--- src/sweep_pkg.sv ---
// sweep_pkg: shared constants of the impedance sweep register block
// assumes: one 20 MHz system clock shared by both ends of the link
package sweep_pkg;

    // ------------------------------------------------------------------
    // widths
    // ------------------------------------------------------------------
    localparam int CODE_W  = 24;
    localparam int COUNT_W = 9;
    localparam int RES_W   = 16;
    localparam int PHASE_W = 27;
    localparam int PRE_W   = 2;

    // ------------------------------------------------------------------
    // register byte addresses
    // ------------------------------------------------------------------
    localparam logic [7:0] ADDR_CTRL      = 8'h80;
    localparam logic [7:0] ADDR_START_HI  = 8'h82;
    localparam logic [7:0] ADDR_START_MID = 8'h83;
    localparam logic [7:0] ADDR_START_LO  = 8'h84;
    localparam logic [7:0] ADDR_STEP_HI   = 8'h85;
    localparam logic [7:0] ADDR_STEP_MID  = 8'h86;
    localparam logic [7:0] ADDR_STEP_LO   = 8'h87;
    localparam logic [7:0] ADDR_COUNT_HI  = 8'h88;
    localparam logic [7:0] ADDR_COUNT_LO  = 8'h89;
    localparam logic [7:0] ADDR_SETTLE_HI = 8'h8a;
    localparam logic [7:0] ADDR_SETTLE_LO = 8'h8b;
    localparam logic [7:0] ADDR_STATUS    = 8'h8f;
    localparam logic [7:0] ADDR_REAL_HI   = 8'h94;
    localparam logic [7:0] ADDR_REAL_LO   = 8'h95;
    localparam logic [7:0] ADDR_IMAG_HI   = 8'h96;
    localparam logic [7:0] ADDR_IMAG_LO   = 8'h97;

    // ------------------------------------------------------------------
    // control commands (upper nibble of control) and status bits
    // ------------------------------------------------------------------
    localparam logic [3:0] CMD_START   = 4'h3;
    localparam logic [3:0] CMD_STANDBY = 4'hb;
    localparam int         STAT_BUSY   = 0;
    localparam int         STAT_VALID  = 1;
    localparam int         STAT_DONE   = 2;

    // ------------------------------------------------------------------
    // reset values and counts
    // ------------------------------------------------------------------
    localparam logic [CODE_W-1:0]  CODE_RST   = 24'h000000;
    localparam logic [COUNT_W-1:0] COUNT_RST  = 9'h000;
    localparam logic [COUNT_W-1:0] SETTLE_RST = 9'h000;
    localparam logic [COUNT_W-1:0] SETTLE_USE = 9'h00f;
    localparam logic [RES_W-1:0]   RES_RST    = 16'h0000;
    localparam int                 WR_ITEMS   = 11;

endpackage

--- src/sweep_reg_if.sv ---
// sweep_reg_if: byte register link between sweep host and sweep device
// assumes: both ends clocked by the same system clock
`timescale 1ns/1ps
interface sweep_reg_if;
    logic       req;
    logic       wr;
    logic [7:0] addr;
    logic [7:0] wdata;
    logic       ack;
    logic [7:0] rdata;

    modport dev  (input req, wr, addr, wdata, output ack, rdata);
    modport host (output req, wr, addr, wdata, input ack, rdata);
endinterface

--- src/sweep_device.sv ---
// sweep_device: sweep parameter registers and autonomous sweep sequencer
// assumes: host on sweep_reg_if.dev, front end answers each measurement
`timescale 1ns/1ps
module sweep_device (
    input  wire logic                         i_clk_sys,
    input  wire logic                         i_rst_n,
    sweep_reg_if.dev                          bus,
    input  wire logic                         i_meas_done,
    input  wire logic [sweep_pkg::RES_W-1:0]  i_meas_real,
    input  wire logic [sweep_pkg::RES_W-1:0]  i_meas_imag,
    output logic                              o_meas_start,
    output logic [sweep_pkg::PHASE_W-1:0]     o_dds_phase,
    output logic [sweep_pkg::CODE_W-1:0]      o_freq_code,
    output logic                              o_sweep_busy
);

    typedef enum logic [2:0] {
        ST_IDLE   = 3'b000,
        ST_SETTLE = 3'b001,
        ST_MEAS   = 3'b010,
        ST_STEP   = 3'b011,
        ST_DONE   = 3'b100
    } sweep_state_t;
    // ------------------------------------------------------------------
    // register storage
    // ------------------------------------------------------------------
    logic [sweep_pkg::CODE_W-1:0]  start_code_ff;
    logic [sweep_pkg::CODE_W-1:0]  step_code_ff;
    logic [sweep_pkg::COUNT_W-1:0] count_ff;
    logic [sweep_pkg::COUNT_W-1:0] settle_ff;
    logic [sweep_pkg::RES_W-1:0]   real_ff;
    logic [sweep_pkg::RES_W-1:0]   imag_ff;
    logic                          valid_ff;
    logic                          ack_ff;
    logic [7:0]                    rdata_ff;
    logic [7:0]                    nxt_rdata;
    logic                          wr_hit;
    logic                          rd_hit;
    logic                          cmd_start;
    logic                          cmd_standby;
    // ------------------------------------------------------------------
    // sequencer state
    // ------------------------------------------------------------------
    sweep_state_t                  state_ff;
    logic [sweep_pkg::CODE_W-1:0]  freq_ff;
    logic [sweep_pkg::COUNT_W-1:0] idx_ff;
    logic [sweep_pkg::COUNT_W-1:0] settle_cnt_ff;
    logic [sweep_pkg::PRE_W-1:0]   pre_ff;
    logic [sweep_pkg::PHASE_W-1:0] phase_ff;
    logic                          cycle_tick;
    logic [sweep_pkg::PHASE_W:0]   phase_sum;
    logic                          meas_start_ff;

    assign wr_hit      = bus.req & bus.wr;
    assign rd_hit      = bus.req & ~bus.wr;
    assign cmd_start   = wr_hit && (bus.addr == sweep_pkg::ADDR_CTRL)
                         && (bus.wdata[7:4] == sweep_pkg::CMD_START);
    assign cmd_standby = wr_hit && (bus.addr == sweep_pkg::ADDR_CTRL)
                         && (bus.wdata[7:4] == sweep_pkg::CMD_STANDBY);
    // ------------------------------------------------------------------
    // parameter register writes
    // ------------------------------------------------------------------
    always_ff @(posedge i_clk_sys or negedge i_rst_n) begin
        if (!i_rst_n) begin
            start_code_ff <= sweep_pkg::CODE_RST;
        end else if (wr_hit) begin
            if (bus.addr == sweep_pkg::ADDR_START_HI) begin
                start_code_ff[23:16] <= bus.wdata;
            end else if (bus.addr == sweep_pkg::ADDR_START_MID) begin
                start_code_ff[15:8] <= bus.wdata;
            end else if (bus.addr == sweep_pkg::ADDR_START_LO) begin
                start_code_ff[7:0] <= bus.wdata;
            end
        end
    end
    always_ff @(posedge i_clk_sys or negedge i_rst_n) begin
        if (!i_rst_n) begin
            step_code_ff <= sweep_pkg::CODE_RST;
        end else if (wr_hit) begin
            if (bus.addr == sweep_pkg::ADDR_STEP_HI) begin
                step_code_ff[23:16] <= bus.wdata;
            end else if (bus.addr == sweep_pkg::ADDR_STEP_MID) begin
                step_code_ff[15:8] <= bus.wdata;
            end else if (bus.addr == sweep_pkg::ADDR_STEP_LO) begin
                step_code_ff[7:0] <= bus.wdata;
            end
        end
    end
    always_ff @(posedge i_clk_sys or negedge i_rst_n) begin
        if (!i_rst_n) begin
            count_ff  <= sweep_pkg::COUNT_RST;
            settle_ff <= sweep_pkg::SETTLE_RST;
        end else if (wr_hit) begin
            // 9-bit point count, upper bit in 0x88
            if (bus.addr == sweep_pkg::ADDR_COUNT_HI) begin
                count_ff[8] <= bus.wdata[0];
            end else if (bus.addr == sweep_pkg::ADDR_COUNT_LO) begin
                count_ff[7:0] <= bus.wdata;
            end else if (bus.addr == sweep_pkg::ADDR_SETTLE_HI) begin
                settle_ff[8] <= bus.wdata[0];
            end else if (bus.addr == sweep_pkg::ADDR_SETTLE_LO) begin
                settle_ff[7:0] <= bus.wdata;
            end
        end
    end
    // ------------------------------------------------------------------
    // read mux and link answer
    // ------------------------------------------------------------------
    always_comb begin
        if (bus.addr == sweep_pkg::ADDR_START_HI) begin
            nxt_rdata = start_code_ff[23:16];
        end else if (bus.addr == sweep_pkg::ADDR_START_MID) begin
            nxt_rdata = start_code_ff[15:8];
        end else if (bus.addr == sweep_pkg::ADDR_START_LO) begin
            nxt_rdata = start_code_ff[7:0];
        end else if (bus.addr == sweep_pkg::ADDR_STEP_HI) begin
            nxt_rdata = step_code_ff[23:16];
        end else if (bus.addr == sweep_pkg::ADDR_STEP_MID) begin
            nxt_rdata = step_code_ff[15:8];
        end else if (bus.addr == sweep_pkg::ADDR_STEP_LO) begin
            nxt_rdata = step_code_ff[7:0];
        end else if (bus.addr == sweep_pkg::ADDR_COUNT_HI) begin
            nxt_rdata = {7'h00, count_ff[8]};
        end else if (bus.addr == sweep_pkg::ADDR_COUNT_LO) begin
            nxt_rdata = count_ff[7:0];
        end else if (bus.addr == sweep_pkg::ADDR_SETTLE_HI) begin
            nxt_rdata = {7'h00, settle_ff[8]};
        end else if (bus.addr == sweep_pkg::ADDR_SETTLE_LO) begin
            nxt_rdata = settle_ff[7:0];
        end else if (bus.addr == sweep_pkg::ADDR_STATUS) begin
            nxt_rdata = {5'h00, state_ff == ST_DONE, valid_ff, o_sweep_busy};
        end else if (bus.addr == sweep_pkg::ADDR_REAL_HI) begin
            nxt_rdata = real_ff[15:8];
        end else if (bus.addr == sweep_pkg::ADDR_REAL_LO) begin
            nxt_rdata = real_ff[7:0];
        end else if (bus.addr == sweep_pkg::ADDR_IMAG_HI) begin
            nxt_rdata = imag_ff[15:8];
        end else if (bus.addr == sweep_pkg::ADDR_IMAG_LO) begin
            nxt_rdata = imag_ff[7:0];
        end else begin
            nxt_rdata = 8'h00;
        end
    end
    always_ff @(posedge i_clk_sys or negedge i_rst_n) begin
        if (!i_rst_n) begin
            ack_ff   <= 1'b0;
            rdata_ff <= 8'h00;
        end else begin
            ack_ff <= bus.req;
            if (rd_hit) begin
                rdata_ff <= nxt_rdata;
            end
        end
    end
    assign bus.ack   = ack_ff;
    assign bus.rdata = rdata_ff;
    // ------------------------------------------------------------------
    // excitation phase accumulator
    // ------------------------------------------------------------------
    // phase steps once per four clocks, so fout tracks the clock
    assign phase_sum  = {1'b0, phase_ff} + {4'h0, freq_ff};
    assign cycle_tick = (pre_ff == '1) && phase_sum[sweep_pkg::PHASE_W];
    always_ff @(posedge i_clk_sys or negedge i_rst_n) begin
        if (!i_rst_n) begin
            pre_ff   <= '0;
            phase_ff <= '0;
        end else begin
            pre_ff <= pre_ff + 2'd1;
            if (state_ff == ST_IDLE) begin
                phase_ff <= '0;
            end else if (pre_ff == '1) begin
                phase_ff <= phase_sum[sweep_pkg::PHASE_W-1:0];
            end
        end
    end
    // ------------------------------------------------------------------
    // sweep sequencer
    // ------------------------------------------------------------------
    always_ff @(posedge i_clk_sys or negedge i_rst_n) begin
        if (!i_rst_n) begin
            state_ff      <= ST_IDLE;
            freq_ff       <= sweep_pkg::CODE_RST;
            idx_ff        <= '0;
            settle_cnt_ff <= sweep_pkg::SETTLE_RST;
            meas_start_ff <= 1'b0;
        end else begin
            meas_start_ff <= 1'b0;
            if (cmd_standby) begin
                state_ff <= ST_IDLE;
            end else if (cmd_start) begin
                state_ff      <= ST_SETTLE;
                freq_ff       <= start_code_ff;
                idx_ff        <= '0;
                settle_cnt_ff <= settle_ff;
            end else begin
                case (state_ff)
                    ST_SETTLE: begin
                        if (cycle_tick) begin
                            if (settle_cnt_ff == '0) begin
                                state_ff      <= ST_MEAS;
                                meas_start_ff <= 1'b1;
                            end else begin
                                settle_cnt_ff <= settle_cnt_ff - 9'd1;
                            end
                        end
                    end
                    ST_MEAS: begin
                        if (i_meas_done) begin
                            state_ff <= (idx_ff >= count_ff) ? ST_DONE
                                                             : ST_STEP;
                        end
                    end
                    ST_STEP: begin
                        freq_ff       <= freq_ff + step_code_ff;
                        idx_ff        <= idx_ff + 9'd1;
                        settle_cnt_ff <= settle_ff;
                        state_ff      <= ST_SETTLE;
                    end
                    default: state_ff <= state_ff;
                endcase
            end
        end
    end
    // ------------------------------------------------------------------
    // result registers and valid flag
    // ------------------------------------------------------------------
    always_ff @(posedge i_clk_sys or negedge i_rst_n) begin
        if (!i_rst_n) begin
            real_ff <= sweep_pkg::RES_RST;
            imag_ff <= sweep_pkg::RES_RST;
        end else if (state_ff == ST_MEAS && i_meas_done) begin
            real_ff <= i_meas_real;
            imag_ff <= i_meas_imag;
        end
    end
    always_ff @(posedge i_clk_sys or negedge i_rst_n) begin
        if (!i_rst_n) begin
            valid_ff <= 1'b0;
        end else if (state_ff == ST_MEAS && i_meas_done) begin
            // set wins over the read clear
            valid_ff <= 1'b1;
        end else if (cmd_start
                     || (rd_hit && bus.addr == sweep_pkg::ADDR_IMAG_LO)) begin
            valid_ff <= 1'b0;
        end
    end
    assign o_meas_start = meas_start_ff;
    assign o_dds_phase  = phase_ff;
    assign o_freq_code  = freq_ff;
    assign o_sweep_busy = (state_ff != ST_IDLE) && (state_ff != ST_DONE);

endmodule // sweep_device

--- src/flat_wrapper.sv ---
// flat-port wrapper written by rule: the top's interface ports become plain ports
module sweep_device_flat 
  (i_clk_sys, i_rst_n, i_meas_done, i_meas_real, i_meas_imag, o_meas_start, o_dds_phase, o_freq_code, o_sweep_busy, bus_req, bus_wr, bus_addr, bus_wdata, bus_ack, bus_rdata);
  sweep_reg_if bus_i ();
  input  wire logic i_clk_sys;
  input  wire logic i_rst_n;
  input  wire logic i_meas_done;
  input  wire logic [sweep_pkg::RES_W-1:0] i_meas_real;
  input  wire logic [sweep_pkg::RES_W-1:0] i_meas_imag;
  output logic o_meas_start;
  output logic [sweep_pkg::PHASE_W-1:0] o_dds_phase;
  output logic [sweep_pkg::CODE_W-1:0] o_freq_code;
  output logic o_sweep_busy;
  input wire logic [$bits(bus_i.req)-1:0] bus_req;
  input wire logic [$bits(bus_i.wr)-1:0] bus_wr;
  input wire logic [$bits(bus_i.addr)-1:0] bus_addr;
  input wire logic [$bits(bus_i.wdata)-1:0] bus_wdata;
  output wire logic [$bits(bus_i.ack)-1:0] bus_ack;
  output wire logic [$bits(bus_i.rdata)-1:0] bus_rdata;
  assign bus_i.req = bus_req;
  assign bus_i.wr = bus_wr;
  assign bus_i.addr = bus_addr;
  assign bus_i.wdata = bus_wdata;
  assign bus_ack = bus_i.ack;
  assign bus_rdata = bus_i.rdata;
  sweep_device u_core (.i_clk_sys(i_clk_sys), .i_rst_n(i_rst_n), .bus(bus_i), .i_meas_done(i_meas_done), .i_meas_real(i_meas_real), .i_meas_imag(i_meas_imag), .o_meas_start(o_meas_start), .o_dds_phase(o_dds_phase), .o_freq_code(o_freq_code), .o_sweep_busy(o_sweep_busy));
endmodule
--- config.mk ---
export PLATFORM = sky130hd
export DESIGN_NAME = sweep_device_flat
export DESIGN_NICKNAME = d
export VERILOG_FILES = /design/src/sweep_pkg.sv /design/src/sweep_reg_if.sv /design/src/sweep_device.sv /design/src/flat_wrapper.sv
export SDC_FILE = /design/constraint.sdc
export NUM_CORES = 1
export LEC_CHECK = 0
export ABC_AREA = 1
export BUFFER_PORTS_ARGS = -buffer_cell sky130_fd_sc_hd__buf_2
export CAP_MARGIN = 40
export CELL_PAD_IN_SITES_DETAIL_PLACEMENT = 0
export CELL_PAD_IN_SITES_GLOBAL_PLACEMENT = 2
export CORE_UTILIZATION = 35
export CTS_BUF_LIST = sky130_fd_sc_hd__clkbuf_16
export CTS_CLUSTER_SIZE = 16
export DETAILED_ROUTE_END_ITERATION = 8
export GPL_ROUTABILITY_DRIVEN = 1
export GPL_TIMING_DRIVEN = 0
export HOLD_SLACK_MARGIN = 0.08
export PLACE_DENSITY = 0.9
export SLEW_MARGIN = 20
export SYNTH_ARGS = -nofsm -noshare
export SYNTH_HDL_FRONTEND = slang
export SYNTH_SLANG_ARGS = --single-unit
--- constraint.sdc ---
create_clock -name i_clk_sys -period 2.83 [get_ports i_clk_sys]
set_clock_uncertainty 0.15 [all_clocks]
set_input_delay 0.566 -clock i_clk_sys [delete_from_list [all_inputs] [get_ports i_clk_sys]]
set_output_delay 0.566 -clock i_clk_sys [all_outputs]
set_load 0.01 [all_outputs]
==> results of run 1 <==
kinds of logic (layout without fill, tap and decap cells):
group / Yosys count / in the layout / share of synthesized area
AND/OR/NAND/NOR: 710 / 710 / 0.270
AO/OA/AOI/OAI: 316 / 316 / 0.156
buffers and inverters: 178 / 330 / 0.0600
flip-flops: 183 / 183 / 0.407
adder cells (fa/ha/maj): 61 / 61 / 0.0691
XOR/XNOR: 19 / 19 / 0.0148
multiplexers: 23 / 23 / 0.0230
power groups by stage:
stage,registers (mW),logic (mW),clock network (mW)
3_5_place_dp,3.43,1.96,0
3_3_place_gp,3.42,1.91,0
2_1_floorplan,3.33,1.35,0
6_report,3.40,2.01,2.42
4_1_cts,3.38,1.98,2.47
5_1_grt,3.46,2.28,2.58
state kept, by name (all words and copies together) (netlist names), 9 cells and up:
signal                count
u_core.o_freq_code       24
u_core.imag_ff           16
u_core.step_code_ff      24
u_core.idx_ff             9
u_core.count_ff           9
u_core.settle_cnt_ff      9
u_core.settle_ff          9
u_core.start_code_ff     24
u_core.real_ff           16
u_core.o_dds_phase       27
worst reg2reg max path, cell delays in order, from the launching register on:
cell	delay, ps
dfrtp_2	470
ha_1	250
inv_1	70
fa_1	470
o21ai_4	260
inv_1	80
o21ai_2	240
nand3_1	170
nand4_1	130
nand3_1	140
o211ai_1	140
nand2_1	60
final cells by class:
| cell class | count | area [sq um] |
|---|---|---|
| Buffer | 25 | 100 |
| Sequential cell | 183 | 4580 |
| Timing Repair Buffer | 120 | 671 |
| Fill cell | 3274 | 18500 |
| Clock inverter | 15 | 156 |
| Multi-Input combinational cell | 1129 | 6100 |
| Tap cell | 402 | 503 |
| Inverter | 153 | 578 |
| Clock buffer | 17 | 425 |
path summary, 6_finish.rpt:
check	start	to	slack (ps)	depth (start not counted)
max in group asynchronous	i_rst_n	u_core.imag_ff[12]$_DFFE_PN0P_	1360	3
min in group asynchronous	i_rst_n	u_core.o_dds_phase[6]$_DFFE_PN0P_	450	2
max	u_core.o_freq_code[0]$_DFFE_PN0P_	u_core.o_freq_code[22]$_DFFE_PN0P_	80	11
max reg2reg	u_core.o_freq_code[0]$_DFFE_PN0P_	u_core.o_freq_code[22]$_DFFE_PN0P_	80	11
min	i_meas_real[1]	u_core.real_ff[1]$_DFFE_PN0P_	180	2
min reg2reg	u_core.pre_ff[0]$_DFF_PN0_	u_core.pre_ff[0]$_DFF_PN0_	280	1
through the flow:
| step | instances | hold WS (ps) | util | setup slack [ps] | TNS, ps |
|---|---|---|---|---|---|
| after floorplan | 1490 | 120 | - | 495 | 0 |
| after global placement | 2006 | 263 | 0.390 | -2070 | -381470 |
| after detailed placement | 2009 | 269 | 0.392 | -483 | -5300 |
| after CTS | 2043 | 175 | 0.411 | 4.48 | 0 |
| after global routing | 2044 | 165 | 0.414 | 3.62 | 0 |
| final | 2044 | 177 | 0.414 | 84.2 | 0 |
routing by layer:
metal | part of all wire | GRT usage | vias up
li1 | - | - | 5287
met1 | 0.48 | 0.345 | 5157
met2 | 0.45 | 0.371 | 283
met3 | 0.049 | 0.0383 | 42
met4 | 0.022 | 0.0705 | 0
met5 | 0 | 0 | -
Yosys cell counts (3+ instances only):
cell and number:
nor3b_1 3, buf_1 3, or2_2 14, inv_2 4, a221oi_1 10, nor4_1 4, buf_2 4, nor2_1 109
nor3_1 15, nand2_1 429, nor2_4 3, nand3_1 69, o22ai_1 10, clkbuf_1 18, ha_1 59, inv_1 143
o21ai_0 137, o211ai_1 10, o21bai_1 10, xor2_1 9, nand4_1 38, dfrtp_1 183, a21o_1 3, a21oi_1 107
a31oi_1 9, xnor2_1 10, clkinv_1 5, nor3_2 3, o21ai_1 4, nor2_2 6, nand2_2 8, mux2_2 23
o31ai_1 5
repair_timing:
| action | CTS | global route |
|---|---|---|
| endpoints found under the hold margin | 50 | 0 |
| endpoints found under the setup margin | 13 | 22 |
| setup buffers | 0 | 1 |
| hold buffers | 2 | 0 |
| resized for setup | 5 | 18 |
| pin swaps | 0 | 2 |
==> summary.md, run 1 <==
| Metric | Value |
|---|---|
| Chip height | `181 microns` |
| Avg WL per Cell | `18.8 microns` |
| DRT Pass-1 Iters | `5` |
| Antenna diodes | `0` |
| Avg Cell Area, Syn | `7.55 sq um` |
| Biggest area consumer among synthesized cells | `dfrtp_1` |
| Post-synth net total | `1604` |
| CTS tree | `done` |
| Max Slew Vio Count | `0` |
| Largest net degree at the start of global routing | `74` |
| Crit share post-route | `0.970` |
| Cell Pwr Density | `597 nW/um^2` |
| Die ar. | `32900 sq um` |
| Critical Path RT | `3020 ps` |
| Arrival time at the worst endpoint | `2940 ps` |
| Total GRT Usage | `0.241` |
| Slowest CP cell | `dfrtp_2` |
| Routed wire length | `38500 microns` |
| Post-synthesis sequential area ratio | `0.407` |
| Clock power share | `0.309` |
| Std-Cell Rows | `65` |
| # clock sinks | `183` |
| Min Tclk post-route | `2750 ps` |
| Crit-path leading delay family | `adder cells` |
| MaxCap Viol Count | `0` |
| Fin. Hold Viols | `0` |
| Worst vdd ir | `427 uV` |
| Overall power | `7.83 mW` |
| Post-synthesis register bit count | `183` |
| Fin area | `13100 sq um` |
| Mapped Area | `11300 sq um` |
| CP Max Fanout | `5` |
| Layout cells sized above 1 | `0.145` |
| Ys Warns | `0` |
| F_max | `364 MHz` |
| Starting Density | `0.356` |
| Logic pwr share | `0.257` |
| Sequential power share | `0.434` |
| Int Power | `5.05 mW` |
| GP Congestion | `0.896` |
| Clock Latency Late Sink | `460 ps` |
| Top-Level Pins | `115` |
| RSZ-0062 raised after global routing | `no` |
| Largest cells by area after synthesis | `dfrtp_1, nand2_1, ha_1` |
| Ys async rst share | `1.00` |
| DR iter-0 viols | `922` |
| CP Launch Type | `flop` |
| Number of global-route vias before repair | `10241` |
| # nets final | `1743` |
| Run status | `finished clean` |
| Global-route wire length before repair | `59800 microns` |
| Crit path buf inv count | `2` |
| Min-Delay Path Class | `input pin to flop` |
| DRT antenna net count | `0` |
| DP Area | `12400 sq um` |
| Slew @ Worst Pin | `749 ps` |
| Commonest cells after routing, fill and taps aside | `nand2_1, dfrtp_1, inv_1, o21ai_0, buf_2` |
| Syn Inst Count | `1490` |
| Vias per cell | `5.27` |
| Switch Pwr | `2.78 mW` |
| Num CTS Buffers | `17` |
| Drt drc | `0` |
| Slew margin rel. | `0.501` |
| Worst setup path category | `flop to flop` |
| Root Driver | `clkbuf_16` |
| Port-buffer cells | `114` |
| Setup crit end kind | `flop` |
| Gr ovfl total | `0` |
| Crit-path cells | `ha_1 -> inv_1 -> fa_1 -> o21ai_4 -> inv_1 -> o21ai_2 -> nand3_1 -> nand4_1 -> nand3_1 -> o211ai_1 -> nand2_1` |
| CTS max path bufs | `2` |
| Area share of the largest cell type after synthesis | `0.407` |
| Core Region | `31600 sq um` |
| Most common cell after layout, fill and taps aside | `nand2_1` |
| Sw Share | `0.354` |
| DP HPWL | `30600 microns` |
| H-tree depth | `4` |
| Number of library cell types mapped by synthesis | `50` |
| Clock Pin Slew Worst Setup and Hold Paths | `80 ps` |
| DR vias | `10769` |
| Layout area overhead | `16.5%` |
| Die Wd | `181 microns` |
| Initial antenna violation count | `0` |
| Pleak | `6.58 nW` |
| Prevailing post-synth register cell | `dfrtp_1` |
| Final setup fails | `0` |
| Post-synth EDFFs | `0` |
| Largest stage delay, worst path | `470 ps` |
Power figures use the tool's default switching activity.
==> run 2, diff against run 1 <==
==> constraint.sdc (replaced) <==
create_clock -name i_clk_sys -period 2.8 [get_ports i_clk_sys]
set_clock_uncertainty 0.15 [all_clocks]
set_input_delay 0.56 -clock i_clk_sys [delete_from_list [all_inputs] [get_ports i_clk_sys]]
set_output_delay 0.56 -clock i_clk_sys [all_outputs]
set_load 0.01 [all_outputs]
==> run 2 against run 1 <==
  * Wire length is 0.10% higher
  * Utilization rose by 0.19 points
  * Power grew 1.2%
  * Critical path type unchanged
==> summary.md, run 2 (same netlist as run 1, synthesis figures left out) <==
| Metric | Value |
|---|---|
| Run status | `finished clean` |
| Die Wd | `181 microns (unchanged)` |
| F_max | `377 MHz (+3.5%)` |
| Vias per cell | `5.27 (about the same)` |
| DR iter-0 viols | `880 (-4.6%)` |
| Initial antenna violation count | `0 (unchanged)` |
| Gr ovfl total | `0 (unchanged)` |
| Worst vdd ir | `431 uV (+0.97%)` |
| Max reg flops | `27 (unchanged)` |
| Layout cells sized above 1 | `0.150 (+0.00521)` |
| Starting Density | `0.356 (unchanged)` |
| Fillers | `3263 (-0.34%)` |
| Largest net degree at the start of global routing | `74 (unchanged)` |
| Final setup fails | `0 (unchanged)` |
| Hold_ws | `170 ps (-6.83 ps)` |
| Min Tclk post-route | `2650 ps (-91.8 ps)` |
| Chip height | `181 microns (unchanged)` |
| Antenna diodes | `0 (unchanged)` |
| Setup crit end kind | `flop` |
| Core Region | `31600 sq um (unchanged)` |
| Setup TNS | `0 ps (unchanged)` |
| DP HPWL | `30600 microns (unchanged)` |
| Place WS | `-507 ps (-24.0 ps)` |
| Crit share post-route | `0.948 (-0.0224)` |
| Worst setup path category | `flop to flop` |
| DRT antenna net count | `0 (unchanged)` |
| Critical Path RT | `3000 ps (-20 ps)` |
| CP Launch Type | `flop` |
| CTS tree | `done` |
| Root Driver | `clkbuf_16` |
| # nets final | `1746 (+0.17%)` |
| Min-Delay Path Class | `input pin to flop` |
| Commonest cells after routing, fill and taps aside | `nand2_1, dfrtp_1, inv_1, o21ai_0, buf_2` |
| Non-filler instance count after layout | `2047 (+0.15%)` |
| Most common cell after layout, fill and taps aside | `nand2_1` |
| CP Max Fanout | `10 (+5)` |
| Clock Latency Late Sink | `460 ps (about the same)` |
| Placed insts | `2009 (unchanged)` |
| Clock Pin Slew Worst Setup and Hold Paths | `80 ps (about the same)` |
| H-tree depth | `4 (unchanged)` |
| Pleak | `6.59 nW (about the same)` |
| DRT Pass-1 Iters | `7 (+2)` |
| # clock sinks | `183 (unchanged)` |
| MaxCap Viol Count | `0 (unchanged)` |
| Area used by multi-input combinational logic | `6130 sq um (+0.60%)` |
| Number of global-route vias before repair | `10241 (unchanged)` |
| Slew @ Worst Pin | `759 ps (+9.93 ps)` |
| Arrival time at the worst endpoint | `2860 ps (-80 ps)` |
| Std-Cell Rows | `65 (unchanged)` |
| Layout area overhead | `17.0%` |
| Port-buffer cells | `114 (unchanged)` |
| Final worst slack | `146 ps (+61.8 ps)` |
| Drt drc | `0 (unchanged)` |
| GP Congestion | `0.896 (unchanged)` |
| Total GRT Usage | `0.241 (unchanged)` |
| Num CTS Buffers | `17 (unchanged)` |
| RSZ-0062 raised after global routing | `no` |
| Avg WL per Cell | `18.8 microns (about the same)` |
| Slew margin rel. | `0.494 (-0.00662)` |
| Reg area | `4580 sq um (unchanged)` |
| DR vias | `10789 (+0.19%)` |
| Global-route wire length before repair | `59800 microns (unchanged)` |
| Die ar. | `32900 sq um (unchanged)` |
| Core Util, Final | `0.416 (+0.00186)` |
| Fin. Hold Viols | `0 (unchanged)` |
| Max Slew Vio Count | `0 (unchanged)` |
| Top-Level Pins | `115 (unchanged)` |
| Routed wire length | `38500 microns (+0.10%)` |
| Worst r2r src | `u_core.o_freq_code[16]$_DFFE_PN0P_` |
| Cell Pwr Density | `602 nW/um^2 (+0.76%)` |
| Hold path start | `i_meas_real[1]` |
| Critical Path Start | `u_core.o_freq_code[16]$_DFFE_PN0P_` |
| CTS max path bufs | `2 (unchanged)` |
run 2: what timing repair did:
| action | in CTS | in global routing |
|---|---|---|
| setup endpoints to repair | 15 | 27 |
| gates resized for setup | 7 | 22 |
| pin swaps | 0 | 3 |
| endpoints found under the hold margin | 50 | 0 |
| hold buffers | 2 | 0 |
| setup buffers | 0 | 4 |
run 2: layout make-up:
type	count	area share
multi-input combinational	1129	0.466
sequential	183	0.348
timing repair buffer	123	0.0526
inverter	153	0.0439
tap	402	0.0382
clock buffer	17	0.0323
clock inverter	15	0.0119
buffer	25	0.00760
run 2: routing by layer:
| metal | share of wire | track usage |
|---|---|---|
| met3 | 0.048 | 0.0383 |
| met5 | 0 | 0 |
| met1 | 0.48 | 0.345 |
| met4 | 0.021 | 0.0705 |
| met2 | 0.45 | 0.371 |
run 2: metrics by stage:
step | total power [mW] | instance area [sq um]
after floorplan | 4.74 | 11300
after global placement | 5.39 | 12300
after detailed placement | 5.45 | 12400
after CTS | 7.92 | 13000
after global routing | 8.41 | 13200
final | 7.93 | 13200
run 2: path summary, 6_finish.rpt:
| path | endpoint | slack (ps) | cells after the start |
|---|---|---|---|
| max | u_core.settle_cnt_ff[0]$_DFFE_PN0P_ | 150 | 12 |
| min | u_core.real_ff[1]$_DFFE_PN0P_ | 170 | 2 |
| max reg2reg | u_core.settle_cnt_ff[0]$_DFFE_PN0P_ | 150 | 12 |
| min reg2reg | u_core.pre_ff[0]$_DFF_PN0_ | 280 | 1 |
| max in group asynchronous | u_core.imag_ff[12]$_DFFE_PN0P_ | 1340 | 3 |
| min in group asynchronous | u_core.o_dds_phase[6]$_DFFE_PN0P_ | 440 | 2 |
run 2: critical path: stages, from the launching register on:
cell and delay, ps:
dfrtp_1 470, ha_2 410, nand2_1 100, nor2_1 170, inv_1 90, nor4_1 240, nand2_1 110, nand3_1 190
nand3_1 150, nand2_4 160, nand2_2 150, nand2_1 110, nand2_1 50
run 2: power breakdown:
part | switching [mW] | leakage, nW | total [mW] | internal [mW]
clock | 1.27 | 0.283 | 2.46 | 1.19
sequential | 0.375 | 2.40 | 3.44 | 3.06
combinational | 1.17 | 3.91 | 2.03 | 0.858
total | 2.81 | 6.59 | 7.93 | 5.11
